**src/core/swf_pkg.sv**
```systemverilog
// Shared constants and types for the supervisor watchdog with fail-over flag
package swf_pkg;

	// ----------------------------------------------------------------
	// Variant selection
	// ----------------------------------------------------------------
	typedef enum logic [1:0] {
		SWF_VAR_TIMEOUT = 2'b00,
		SWF_VAR_WINDOW = 2'b01,
		SWF_VAR_GATED = 2'b10
	} swf_variant_t;

	typedef enum logic [0:0] {
		SWF_OPEN_50 = 1'b0,
		SWF_OPEN_75 = 1'b1
	} swf_window_t;

	// ----------------------------------------------------------------
	// Timing
	// ----------------------------------------------------------------
	localparam int SWF_CLK_MHZ = 200;
	localparam int SWF_WD_PERIOD_US = 10000;
	localparam int SWF_RST_PERIOD_US = 2000;
	localparam int SWF_WD_CYCLES = SWF_WD_PERIOD_US * SWF_CLK_MHZ;
	localparam int SWF_RST_CYCLES = SWF_RST_PERIOD_US * SWF_CLK_MHZ;
	localparam int SWF_INIT_FACTOR = 8;
	localparam int SWF_FAULT_COUNT = 3;
	localparam int SWF_GOOD_COUNT = 3;
	localparam int SWF_CNT_W = 32;

	// ----------------------------------------------------------------
	// Reset values
	// ----------------------------------------------------------------
	localparam logic SWF_RESET_N_INIT = 1'b0;
	localparam logic SWF_FAIL_N_INIT = 1'b1;
	localparam logic [2:0] SWF_SYNC_INIT = 3'h7;

endpackage : swf_pkg

```
**src/core/swf_sync.sv**
```systemverilog
// Three-stage input synchroniser with agreement filter and falling-edge pulse
`timescale 1ns/1ps
module swf_sync
	import swf_pkg::*;
(
	input wire logic CLK_I, // Block clock
	input wire logic RST_B_I, // Sync reset, active low
	input wire logic async_i, // Pin from outside the domain
	output logic level_o, // Filtered level
	output logic fall_o // One-cycle pulse on a filtered fall
);
	logic [2:0] sync_reg;
	logic level_reg;

	always_ff @(posedge CLK_I) begin
		if (!RST_B_I) begin
			sync_reg <= SWF_SYNC_INIT;
		end else begin
			sync_reg <= {sync_reg[1:0], async_i};
		end
	end

	// Stage 0 is read only by stage 1; the filter looks at stages 1 and 2
	always_ff @(posedge CLK_I) begin
		if (!RST_B_I) begin
			level_reg <= 1'b1;
		end else if (sync_reg[1] == sync_reg[2]) begin
			level_reg <= sync_reg[2];
		end
	end

	assign level_o = level_reg;
	assign fall_o = level_reg && (sync_reg[1] == sync_reg[2]) && !sync_reg[2];

endmodule // swf_sync

```
**src/core/swf_timer.sv**
```systemverilog
// Clearable up-counting period timer that saturates at all ones
`timescale 1ns/1ps
module swf_timer
	import swf_pkg::*;
#(
	parameter int W = SWF_CNT_W
) (
	input wire logic CLK_I, // Block clock
	input wire logic RST_B_I, // Sync reset, active low
	input wire logic clear_i, // Restart from zero
	input wire logic run_i, // Count enable
	output logic [W-1:0] count_o // Cycles since clear
);
	logic [W-1:0] count_reg;

	always_ff @(posedge CLK_I) begin
		if (!RST_B_I || clear_i) begin
			count_reg <= '0;
		end else if (run_i && count_reg != '1) begin
			count_reg <= count_reg + W'(1);
		end
	end

	assign count_o = count_reg;

endmodule // swf_timer

```
**src/core/swf_supervisor.sv**
```systemverilog
// Supervisor: power-on reset, watchdog (timeout, window, gated) and fail-over flag
//
// Functional notes
// - Timeout and window variants: reset low while level is low; release a full reset period after recovery.
// - Timeout variant: missed kick within watchdog period gives one reset period.
// - Watchdog counter clears on reset release and on every accepted kick fall.
// - Counter held at zero during reset; counts from zero after release.
// - Kick falls during reset are ignored entirely.
// - Timeout and window variants: no kick within watchdog period gives reset low at once for reset period.
// - Window variant: closed then open window; open-window kick is good.
// - Window variant: closed-window kick is an early fault giving reset.
// - Open window is a build option of 50 or 75 percent.
// - Kicks right at the window boundary may be judged either way.
// - Timeout variants: flag low after three expired periods with no kick.
// - Timeout variants: flag stays low until three timely kicks in a row.
// - Window variant: flag low after three bad events, high after three good.
// - Flag never asserted while the monitored or gating level is low.
// - Gated variant: watchdog stopped while gating level is low.
// - Gated variant: first period after gating rise is eight times normal.
// - Kick during extended period reverts to the normal period at once.
// - Extended period expiry drops the flag and itself restores normal period.
// - Timeout and window variants: at power-up reset stays low until level rises plus one reset period.
// - Disable setting turns off all watchdog faults and holds the flag high.
`timescale 1ns/1ps
module swf_supervisor
	import swf_pkg::*;
#(
	parameter swf_variant_t VARIANT = SWF_VAR_TIMEOUT,
	parameter swf_window_t OPEN_SIZE = SWF_OPEN_50,
	parameter int WD_CYCLES = SWF_WD_CYCLES,
	parameter int RST_CYCLES = SWF_RST_CYCLES
) (
	input wire logic CLK_I, // 200 MHz block clock
	input wire logic RST_B_I, // Sync reset, active low
	input wire logic KICK_IN_I, // Watchdog kick pin, falling edge counts
	input wire logic MONITOR_LEVEL_OK_I, // Monitored or gating level above threshold
	input wire logic WD_DISABLE_I, // Watchdog period setting selects disabled
	output logic RESET_N_O, // Reset output, active low
	output logic FAIL_N_O // Fail-over flag, active low
);
	import swf_pkg::*;

	// ----------------------------------------------------------------
	// Derived counts
	// ----------------------------------------------------------------
	localparam logic [SWF_CNT_W-1:0] WD_LEN = SWF_CNT_W'(WD_CYCLES);
	localparam logic [SWF_CNT_W-1:0] WD_INIT_LEN = SWF_CNT_W'(WD_CYCLES * SWF_INIT_FACTOR);
	localparam logic [SWF_CNT_W-1:0] RST_LEN = SWF_CNT_W'(RST_CYCLES);
	// Open window is OPEN_SIZE of the period, so closed window is the rest
	localparam logic [SWF_CNT_W-1:0] CLOSED_LEN = (OPEN_SIZE == SWF_OPEN_75) ?
		SWF_CNT_W'(WD_CYCLES / 4) : SWF_CNT_W'(WD_CYCLES / 2);
	localparam logic [1:0] FAULT_N = 2'(SWF_FAULT_COUNT);
	localparam logic [1:0] GOOD_N = 2'(SWF_GOOD_COUNT);

	// ----------------------------------------------------------------
	// Inputs
	// ----------------------------------------------------------------
	logic kick_level;
	logic kick_fall;
	logic lvl_ok;
	logic lvl_fall_unused;
	logic wd_off;
	logic dis_sync_reg;
	logic [2:0] dis_pipe_reg;

	swf_sync u_kick_sync (
		.CLK_I(CLK_I),
		.RST_B_I(RST_B_I),
		.async_i(KICK_IN_I),
		.level_o(kick_level),
		.fall_o(kick_fall)
	);

	swf_sync u_level_sync (
		.CLK_I(CLK_I),
		.RST_B_I(RST_B_I),
		.async_i(MONITOR_LEVEL_OK_I),
		.level_o(lvl_ok),
		.fall_o(lvl_fall_unused)
	);

	// Disable strap is static; three stages with agreement like any pin
	always_ff @(posedge CLK_I) begin
		if (!RST_B_I) begin
			dis_pipe_reg <= 3'h0;
		end else begin
			dis_pipe_reg <= {dis_pipe_reg[1:0], WD_DISABLE_I};
		end
	end

	always_ff @(posedge CLK_I) begin
		if (!RST_B_I) begin
			dis_sync_reg <= 1'b0;
		end else if (dis_pipe_reg[1] == dis_pipe_reg[2]) begin
			dis_sync_reg <= dis_pipe_reg[2];
		end
	end

	assign wd_off = dis_sync_reg;

	// ----------------------------------------------------------------
	// State
	// ----------------------------------------------------------------
	logic reset_n_reg;
	logic fail_n_reg;
	logic rst_run_reg;
	logic [SWF_CNT_W-1:0] rst_cnt_reg;
	logic extended_reg;
	logic lvl_ok_d_reg;
	logic [1:0] bad_cnt_reg;
	logic [1:0] good_cnt_reg;
	logic [SWF_CNT_W-1:0] wd_cnt;
	logic wd_clear;
	logic wd_run;
	logic wd_active;
	logic kick_ok;
	logic [SWF_CNT_W-1:0] wd_limit;
	logic late_fault;
	logic early_fault;
	logic good_kick;
	logic fault_rst;
	logic reset_rise;

	// Gated variant holds the reset output high; its watchdog runs only on the level
	assign wd_active = !wd_off && ((VARIANT == SWF_VAR_GATED) ? lvl_ok : reset_n_reg);
	assign kick_ok = kick_fall && wd_active;
	assign wd_limit = extended_reg ? WD_INIT_LEN : WD_LEN;
	assign late_fault = wd_active && (wd_cnt >= wd_limit - SWF_CNT_W'(1)) && !kick_ok;
	// Boundary kick lands on the compare edge; either side is acceptable
	assign early_fault = (VARIANT == SWF_VAR_WINDOW) && kick_ok && (wd_cnt < CLOSED_LEN);
	assign good_kick = kick_ok && !early_fault;
	assign fault_rst = (VARIANT != SWF_VAR_GATED) && (late_fault || early_fault);
	assign reset_rise = rst_run_reg && (rst_cnt_reg >= RST_LEN - SWF_CNT_W'(1)) && lvl_ok;
	// Late fault in gated variant restarts period; rising level restarts too
	assign wd_clear = reset_rise || kick_ok || !wd_active || late_fault || (lvl_ok && !lvl_ok_d_reg);
	assign wd_run = wd_active;

	swf_timer #(
		.W(SWF_CNT_W)
	) u_wd_timer (
		.CLK_I(CLK_I),
		.RST_B_I(RST_B_I),
		.clear_i(wd_clear),
		.run_i(wd_run),
		.count_o(wd_cnt)
	);

	// ----------------------------------------------------------------
	// Reset output and reset period
	// ----------------------------------------------------------------
	always_ff @(posedge CLK_I) begin
		if (!RST_B_I) begin
			reset_n_reg <= SWF_RESET_N_INIT;
			rst_run_reg <= 1'b0;
			rst_cnt_reg <= '0;
		end else if (VARIANT == SWF_VAR_GATED) begin
			reset_n_reg <= 1'b1;
			rst_run_reg <= 1'b0;
			rst_cnt_reg <= '0;
		end else if (!lvl_ok) begin
			reset_n_reg <= 1'b0;
			rst_run_reg <= 1'b0;
			rst_cnt_reg <= '0;
		end else if (fault_rst) begin
			reset_n_reg <= 1'b0;
			rst_run_reg <= 1'b1;
			rst_cnt_reg <= '0;
		end else if (!reset_n_reg) begin
			if (reset_rise) begin
				reset_n_reg <= 1'b1;
				rst_run_reg <= 1'b0;
			end else begin
				rst_run_reg <= 1'b1;
				rst_cnt_reg <= rst_run_reg ? rst_cnt_reg + SWF_CNT_W'(1) : '0;
			end
		end
	end

	// ----------------------------------------------------------------
	// Extended first period (gated variant)
	// ----------------------------------------------------------------
	always_ff @(posedge CLK_I) begin
		if (!RST_B_I) begin
			lvl_ok_d_reg <= 1'b0;
			extended_reg <= 1'b0;
		end else begin
			lvl_ok_d_reg <= lvl_ok;
			if (VARIANT != SWF_VAR_GATED) begin
				extended_reg <= 1'b0;
			end else if (lvl_ok && !lvl_ok_d_reg) begin
				extended_reg <= 1'b1;
			end else if (kick_ok || late_fault) begin
				extended_reg <= 1'b0;
			end
		end
	end

	// ----------------------------------------------------------------
	// Fail-over flag
	// ----------------------------------------------------------------
	always_ff @(posedge CLK_I) begin
		if (!RST_B_I) begin
			fail_n_reg <= SWF_FAIL_N_INIT;
			bad_cnt_reg <= 2'h0;
			good_cnt_reg <= 2'h0;
		end else if (!lvl_ok || wd_off) begin
			fail_n_reg <= 1'b1;
			bad_cnt_reg <= 2'h0;
			good_cnt_reg <= 2'h0;
		end else if (late_fault || early_fault) begin
			good_cnt_reg <= 2'h0;
			if (extended_reg || bad_cnt_reg == FAULT_N - 2'h1) begin
				fail_n_reg <= 1'b0;
				bad_cnt_reg <= FAULT_N - 2'h1;
			end else begin
				bad_cnt_reg <= bad_cnt_reg + 2'h1;
			end
		end else if (good_kick) begin
			bad_cnt_reg <= 2'h0;
			if (!fail_n_reg) begin
				if (good_cnt_reg == GOOD_N - 2'h1) begin
					fail_n_reg <= 1'b1;
					good_cnt_reg <= 2'h0;
				end else begin
					good_cnt_reg <= good_cnt_reg + 2'h1;
				end
			end
		end
	end

	assign RESET_N_O = reset_n_reg;
	assign FAIL_N_O = fail_n_reg;

	// ----------------------------------------------------------------
	// Checks
	// ----------------------------------------------------------------
	chk_level_low_reset: assert property (@(posedge CLK_I) disable iff (!RST_B_I)
		(VARIANT != SWF_VAR_GATED && !lvl_ok) |=> !RESET_N_O)
		else $error("reset high while level low");

	chk_flag_level_low: assert property (@(posedge CLK_I) disable iff (!RST_B_I)
		!lvl_ok |=> FAIL_N_O)
		else $error("fail flag asserted with level low");

	chk_counter_held: assert property (@(posedge CLK_I) disable iff (!RST_B_I)
		(VARIANT != SWF_VAR_GATED && !reset_n_reg && $past(!reset_n_reg)) |-> wd_cnt == '0)
		else $error("watchdog counter moved during reset");

	chk_kick_clears: assert property (@(posedge CLK_I) disable iff (!RST_B_I)
		kick_ok |=> wd_cnt == '0)
		else $error("accepted kick did not clear counter");

	chk_late_resets: assert property (@(posedge CLK_I) disable iff (!RST_B_I)
		(VARIANT != SWF_VAR_GATED && late_fault && lvl_ok) |=> !RESET_N_O)
		else $error("late fault did not assert reset");

	chk_early_resets: assert property (@(posedge CLK_I) disable iff (!RST_B_I)
		(early_fault && lvl_ok) |=> !RESET_N_O)
		else $error("early fault did not assert reset");

	chk_reset_ignore: assert property (@(posedge CLK_I) disable iff (!RST_B_I)
		(VARIANT != SWF_VAR_GATED && !reset_n_reg) |-> !kick_ok)
		else $error("kick accepted during reset");

	chk_disable_quiet: assert property (@(posedge CLK_I) disable iff (!RST_B_I)
		wd_off |-> !late_fault && !early_fault && !kick_ok)
		else $error("watchdog active while disabled");

	chk_extend_set: assert property (@(posedge CLK_I) disable iff (!RST_B_I)
		(VARIANT == SWF_VAR_GATED && lvl_ok && !lvl_ok_d_reg) |=> extended_reg)
		else $error("extended period not armed");

	chk_extend_kick: assert property (@(posedge CLK_I) disable iff (!RST_B_I)
		(extended_reg && kick_ok && !(lvl_ok && !lvl_ok_d_reg)) |=> !extended_reg)
		else $error("kick did not end extended period");

endmodule // swf_supervisor

```
**config.mk**
```make
export PLATFORM = sky130hd
export DESIGN_NAME = swf_supervisor
export DESIGN_NICKNAME = d
export VERILOG_FILES = /design/src/core/swf_pkg.sv /design/src/core/swf_sync.sv /design/src/core/swf_timer.sv /design/src/core/swf_supervisor.sv
export SDC_FILE = /design/constraint.sdc
export NUM_CORES = 1
export LEC_CHECK = 0
export ABC_AREA = 1
export BUFFER_PORTS_ARGS = -buffer_cell sky130_fd_sc_hd__buf_2
export CORE_MARGIN = 2
export CORE_UTILIZATION = 49
export CTS_CLUSTER_DIAMETER = 40
export DETAILED_ROUTE_END_ITERATION = 8
export HOLD_SLACK_MARGIN = 0.1
export SLEW_MARGIN = 0
export SYNTH_ARGS = -nofsm -noshare
export SYNTH_HDL_FRONTEND = slang
export SYNTH_SLANG_ARGS = --single-unit
```
**constraint.sdc**
```tcl
create_clock -name CLK_I -period 5.1 [get_ports CLK_I]
set_input_delay 0.765 -clock CLK_I [delete_from_list [all_inputs] [get_ports CLK_I]]
set_output_delay 0.765 -clock CLK_I [all_outputs]
set_load 0.1 [all_outputs]
```
# Word-level counts from Yosys, hierarchy flattened
# Cells that the tools add are included.
# totals
regBits	84
in_bits	5
out_inout_bits	2
# classes
mux	15
order_cmp	2
reduce_logical	31
n_eq_ne	8
bitwise_logic	5
n_addsub	4
# op_table
operator	count
$add 32x1->32 const B	2
$ge 32x19->1 const B	1
$ge 32x21->1 const B	1
$mux 32	1
$ne 32x32->1 const B	1
$logic_and 1x1->1	10
$mux 1	10
$mux 2	4
$reduce_and 2->1	4
$logic_not 1->1	7
$logic_or 1x1->1	6
$reduce_or 3->1	2
$not 1->1	5
$add 2x1->2 const B	2
$eq 2x2->1 const B	2
$ne 2x1->1 const B	2
$eq 1x1->1	3
$reduce_bool 2->1	1
$reduce_or 2->1	1

# Depth between registers and ports, before layout
# logic_depth
word_depth	9
ltp_mapped	15
ltp_nobuf	14

# Hierarchy
# Synthesis repeated with hierarchy kept, for this count alone.
# hier_totals
cells_unflattened	896
area_unflattened_um2	5348.9
# modules_own_cells
module	n_inst	cells_per_inst	area_per_inst_um2	seq_area_each_um2
swf_supervisor	1	523	3016.6	880.8
swf_timer	1	349	2084.5	640.6
swf_sync	2	12	123.9	80.1

# Worst setup path before layout
# OpenSTA, ideal clock, no wires.
# synth_timing
kind	register to register
startpoint	register reset_n_reg, in the netlist RESET_N_O
endpoint	register good_cnt_reg[0]
required_ps	5022
n_path_buf	0
setup_slack_ps	2777
t_arrival_ps	2245
synth_period_minus_slack_ps	2323
path_stages_with_launch	10
path_cell_list	dfxtp_1 -> inv_2 -> nor2_8 -> nand3_4 -> nor2_1 -> inv_1 -> or2_1 -> o21ai_1 -> inv_1 -> nor3_1
# synth_between
elab_chain_len	5
elab_cells_between_ends	7
classes_between	reduce/logical (7)
# synth_lines
element	line_no	rtl
start, declared	swf_supervisor.sv:104	logic reset_n_reg;
start signal, assigned	swf_supervisor.sv:153	reset_n_reg <= SWF_RESET_N_INIT;
start signal, assigned	swf_supervisor.sv:157	reset_n_reg <= 1'b1;
start signal, assigned	swf_supervisor.sv:161	reset_n_reg <= 1'b0;
$logic_and 1x1->1 (*)	swf_supervisor.sv:125	assign wd_active = !wd_off && ((VARIANT == SWF_VAR_GATED) ? lvl_ok : reset_n_reg);
$logic_and 1x1->1	swf_supervisor.sv:126	assign kick_ok = kick_fall && wd_active;
$logic_not 1->1	swf_supervisor.sv:128	assign late_fault = wd_active && (wd_cnt >= wd_limit - SWF_CNT_W'(1)) && !kick_ok;
$logic_and 1x1->1	swf_supervisor.sv:128	
$reduce_or 3->1 (no line)	--	
end signal, assigned	swf_supervisor.sv:225	good_cnt_reg <= good_cnt_reg + 2'h1;
end, declared	swf_supervisor.sv:111	logic [1:0] good_cnt_reg;
# Mark *: on every way between the ends. The rest lies on a longest branch, timed or not.
# A chain may end at the register's enable or synchronous reset.

# Worst setup path after layout
# layout_timing
startpoint	register rst_cnt_reg[0]
endpoint	register rst_cnt_reg[0]
# layout_between
elab_chain_len	5
elab_cells_between_ends	7
classes_between	add/sub (1); order compare (1); mux (1); bitwise (1); reduce/logical (3)
# layout_lines
element	line_no	rtl
start, declared	swf_supervisor.sv:107	logic [SWF_CNT_W-1:0] rst_cnt_reg;
start signal, assigned	swf_supervisor.sv:174	rst_cnt_reg <= rst_run_reg ? rst_cnt_reg + SWF_CNT_W'(1) : '0;
$ge 32x19->1	swf_supervisor.sv:133	assign reset_rise = rst_run_reg && (rst_cnt_reg >= RST_LEN - SWF_CNT_W'(1)) && lvl_ok;
$logic_and 1x1->1 (2 in series)	swf_supervisor.sv:133	
$not 1->1 (no line)	--	
$reduce_and 2->1 (no line)	--	
# Parallel ways exist; a longest one is shown, timed or not.

==> impl_metrics.toml <==
[outcome]
status = "complete, no violations"

[synthesis]
synth-compound-area-share_pct = 7.40
netlist_instances = 665
yosysWarnings = 0
ys_seq_area_share_pct = 38.1
synth_mux_area_share_pct = 0
synth_top_family_by_area = "simple AND/OR/NAND/NOR gates"
synth-xor-area-share_pct = 4.37
synth_adder_area_share_pct = 1.13
synth-seq-cells = 84
syn-cell-area_um2 = 4410
syn_area_per_cell_um2 = 6.63
yosys.cell_types.count = 37
yosys.area_share.simple_pct = 39.1

[cts]
clk-insertion-delay-late_ns = 0.36
post-cts-setup-buffers = 0
holdBufCountCts = 0
cts_buffers = 9
clockRootBuffer = "clkbuf_8"
clock_sinks = 84
postCtsResizedCells = 0
clock_path_buffers = 2
cts_tree = "done"
htreeDepth = 3
path_clk_slew_ns = 0.10

[die]
fp-row-count = 34
die_w_um = 98.9
core-area_um2 = 8720
die_y_um = 98.9
start_util_pct = 50.6
dieArea_um2 = 9780
io_pins = 7

[critical_path]
r2r_slack_ns = 3.05
crit_top_cell = "nand2_1"
max_stage_delay_ns = 0.40
crit_path_end = "rst_cnt_reg[0]$_SDFFE_PP0P_"
start_kind = "flip-flop"
cp_data_required_time_ns = 5.33
worst_r2r_endpoint = "rst_cnt_reg[0]$_SDFFE_PP0P_"
crit_slowest_cell = "dfxtp_1"
arrival_ns = 2.28
timing.rr.start = "rst_cnt_reg[0]$_SDFFE_PP0P_"
startpoint = "rst_cnt_reg[0]$_SDFFE_PP0P_"
path_class = "flip-flop to flip-flop"
path_cells = "ha_1, nand2_1, nor2_1, nand2_1, nand2_1, nand2_1, nand2_1, nand2_1, nand2_2, nand2_4, nand2_4, nand2_1, nand2_1, nor2_1"
cp_max_fo = 34
worstSetupEndpointType = "flip-flop"
rr_worst_depth = 14

[route]
drtAntennaViolNets = 0
vias = 3914
route.detailed.drc = 0
wirelength_um = 9050
drt_iter0_drc = 145
firstDrtPassIters = 5
wl_per_cell_um = 11.5
vias_per_cell = 4.95

[power]
p_total_mw = 1.17
leakagePower_nw = 1.74
vdd_drop_max_v = 0.000206
power_density_nw_per_um2 = 247

[timing]
hold_violations = 0
tightest_slew_ns = 0.688
maxSlewHeadroom_pct = 54.0
setup_viol = 0
fmax_mhz = 487
layout_setup_ws_ns = 3.05
rsz0062_at_grt = "false"
clock-skew-final_ns = 0.0160
drv_slew = 0
tns_ns = 0
min_period_over_period_pct = 40.3
fin_crit_ns = 2.05

[min_path]
hold_class = "flip-flop to flip-flop"

[place]
placed_cells = 774
post-place-ws_ns = 3.04
portBuffers = 6
routabilityCongestion = 0.898
dp.final_hpwl_um = 6520

[global_route]
grt_pass1_vias = 3612
grt_max_degree = 37
antenna_found_initial = 0
grt_pass1_wl_um = 16000
overflow = 0
track_usage_pct = 19.5

[cells_and_area]
drive_gt1_share_pct = 7.33
syn2layout_area_growth_pct = 6.98
antennaDiodeCount = 0
layout_common_cells = "nand2_1, nor2_1, dfxtp_1, inv_1, nand3_1"
instances_no_fill = 790
final_util_pct = 54.1
nNetsFinal = 686
final_common_cell = "nand2_1"

[run]
drv_cap = 0
==> kinds of logic after synthesis <==
kind of cell             count (synthesis)
other                                    1
adder cells (fa/ha/maj)                  4
XOR/XNOR                                22
buffers and inverters                  104
AO/OA/AOI/OAI                           55
AND/OR/NAND/NOR                        395
flip-flops                              84
==> worst min-delay path by stage <==
stage | from | end | cells after the start
after global placement | u_kick_sync.sync_reg[0]$_SDFF_PN1_ | u_kick_sync.sync_reg[1]$_SDFF_PN1_ | 1
after global routing | u_kick_sync.sync_reg[0]$_SDFF_PN1_ | u_kick_sync.sync_reg[1]$_SDFF_PN1_ | 1
after detailed placement | u_kick_sync.sync_reg[0]$_SDFF_PN1_ | u_kick_sync.sync_reg[1]$_SDFF_PN1_ | 1
final | u_kick_sync.sync_reg[0]$_SDFF_PN1_ | u_kick_sync.sync_reg[1]$_SDFF_PN1_ | 1
after CTS | u_kick_sync.sync_reg[0]$_SDFF_PN1_ | u_kick_sync.sync_reg[1]$_SDFF_PN1_ | 1
after floorplan | dis_pipe_reg[0]$_SDFF_PN0_ | dis_pipe_reg[1]$_SDFF_PN0_ | 2
==> power by group <==
group          internal (mW)  switching, mW
registers              0.665        0.00489
logic                0.00642         0.0155
clock network          0.195          0.279
==> layer usage <==
layer | GRT usage, % | wire length, um | up-vias
met2 | 29.7 | 3720 | 69
met5 | 0 | 0 | -
met3 | 3.05 | 309 | 10
li1 | - | - | 2113
met1 | 28.2 | 4900 | 1722
met4 | 6.53 | 117 | 0
==> through the flow <==
| step | hold slack (ns) | area [um^2] |
|---|---|---|
| 2_1_floorplan | 0.390 | 4450 |
| 3_3_place_gp | 0.395 | 4520 |
| 3_5_place_dp | 0.403 | 4520 |
| 4_1_cts | 0.430 | 4720 |
| 5_1_grt | 0.440 | 4720 |
| 6_report | 0.428 | 4720 |
==> cell usage after synthesis <==
cell | number | area, um^2
inv_2 | 2 | 7.51
o21ai_0 | 6 | 30.0
nor3_1 | 12 | 60.1
nor2_1 | 118 | 443
nand3_4 | 1 | 17.5
and2_1 | 1 | 6.26
a21oi_2 | 4 | 35.0
or2_1 | 1 | 6.26
clkbuf_1 | 5 | 18.8
a21oi_1 | 35 | 175
o211ai_1 | 2 | 15.0
nor2_8 | 1 | 20.0
nand2_4 | 2 | 22.5
buf_4 | 3 | 22.5
nand2_2 | 6 | 37.5
a21oi_4 | 2 | 32.5
ha_1 | 4 | 50.1
o21bai_1 | 1 | 7.51
nor2_2 | 3 | 18.8
xor2_1 | 16 | 140
conb_1 | 1 | 3.75
nand2_1 | 154 | 578
clkinv_1 | 4 | 15.0
o21ai_1 | 2 | 10.0
dfxtp_1 | 84 | 1680
nand4_1 | 14 | 87.6
buf_2 | 4 | 20.0
a31oi_1 | 1 | 6.26
a21o_1 | 2 | 15.0
nand3_2 | 1 | 10.0
or2_2 | 6 | 37.5
buf_6 | 3 | 33.8
nand3_1 | 72 | 360
nor3b_1 | 2 | 15.0
nor4_1 | 1 | 6.26
inv_1 | 83 | 312
xnor2_1 | 6 | 52.6
==> worst max-delay path: cells and delay by family, from the launching register on <==
family,cells,cell delay (ns)
adder cells (fa/ha/maj),1,0.23
flip-flops,1,0.40
AND/OR/NAND/NOR,13,1.29
==> final cells by class <==
cell class | count | area [um^2]
Timing Repair Buffer | 6 | 30.0
Inverter | 89 | 334
Clock buffer | 9 | 124
Fill cell | 894 | 4000
Clock inverter | 7 | 76.3
Sequential cell | 84 | 1680
Multi-Input combinational cell | 487 | 2340
Tap cell | 108 | 135
(Power assumes the default switching activity.)
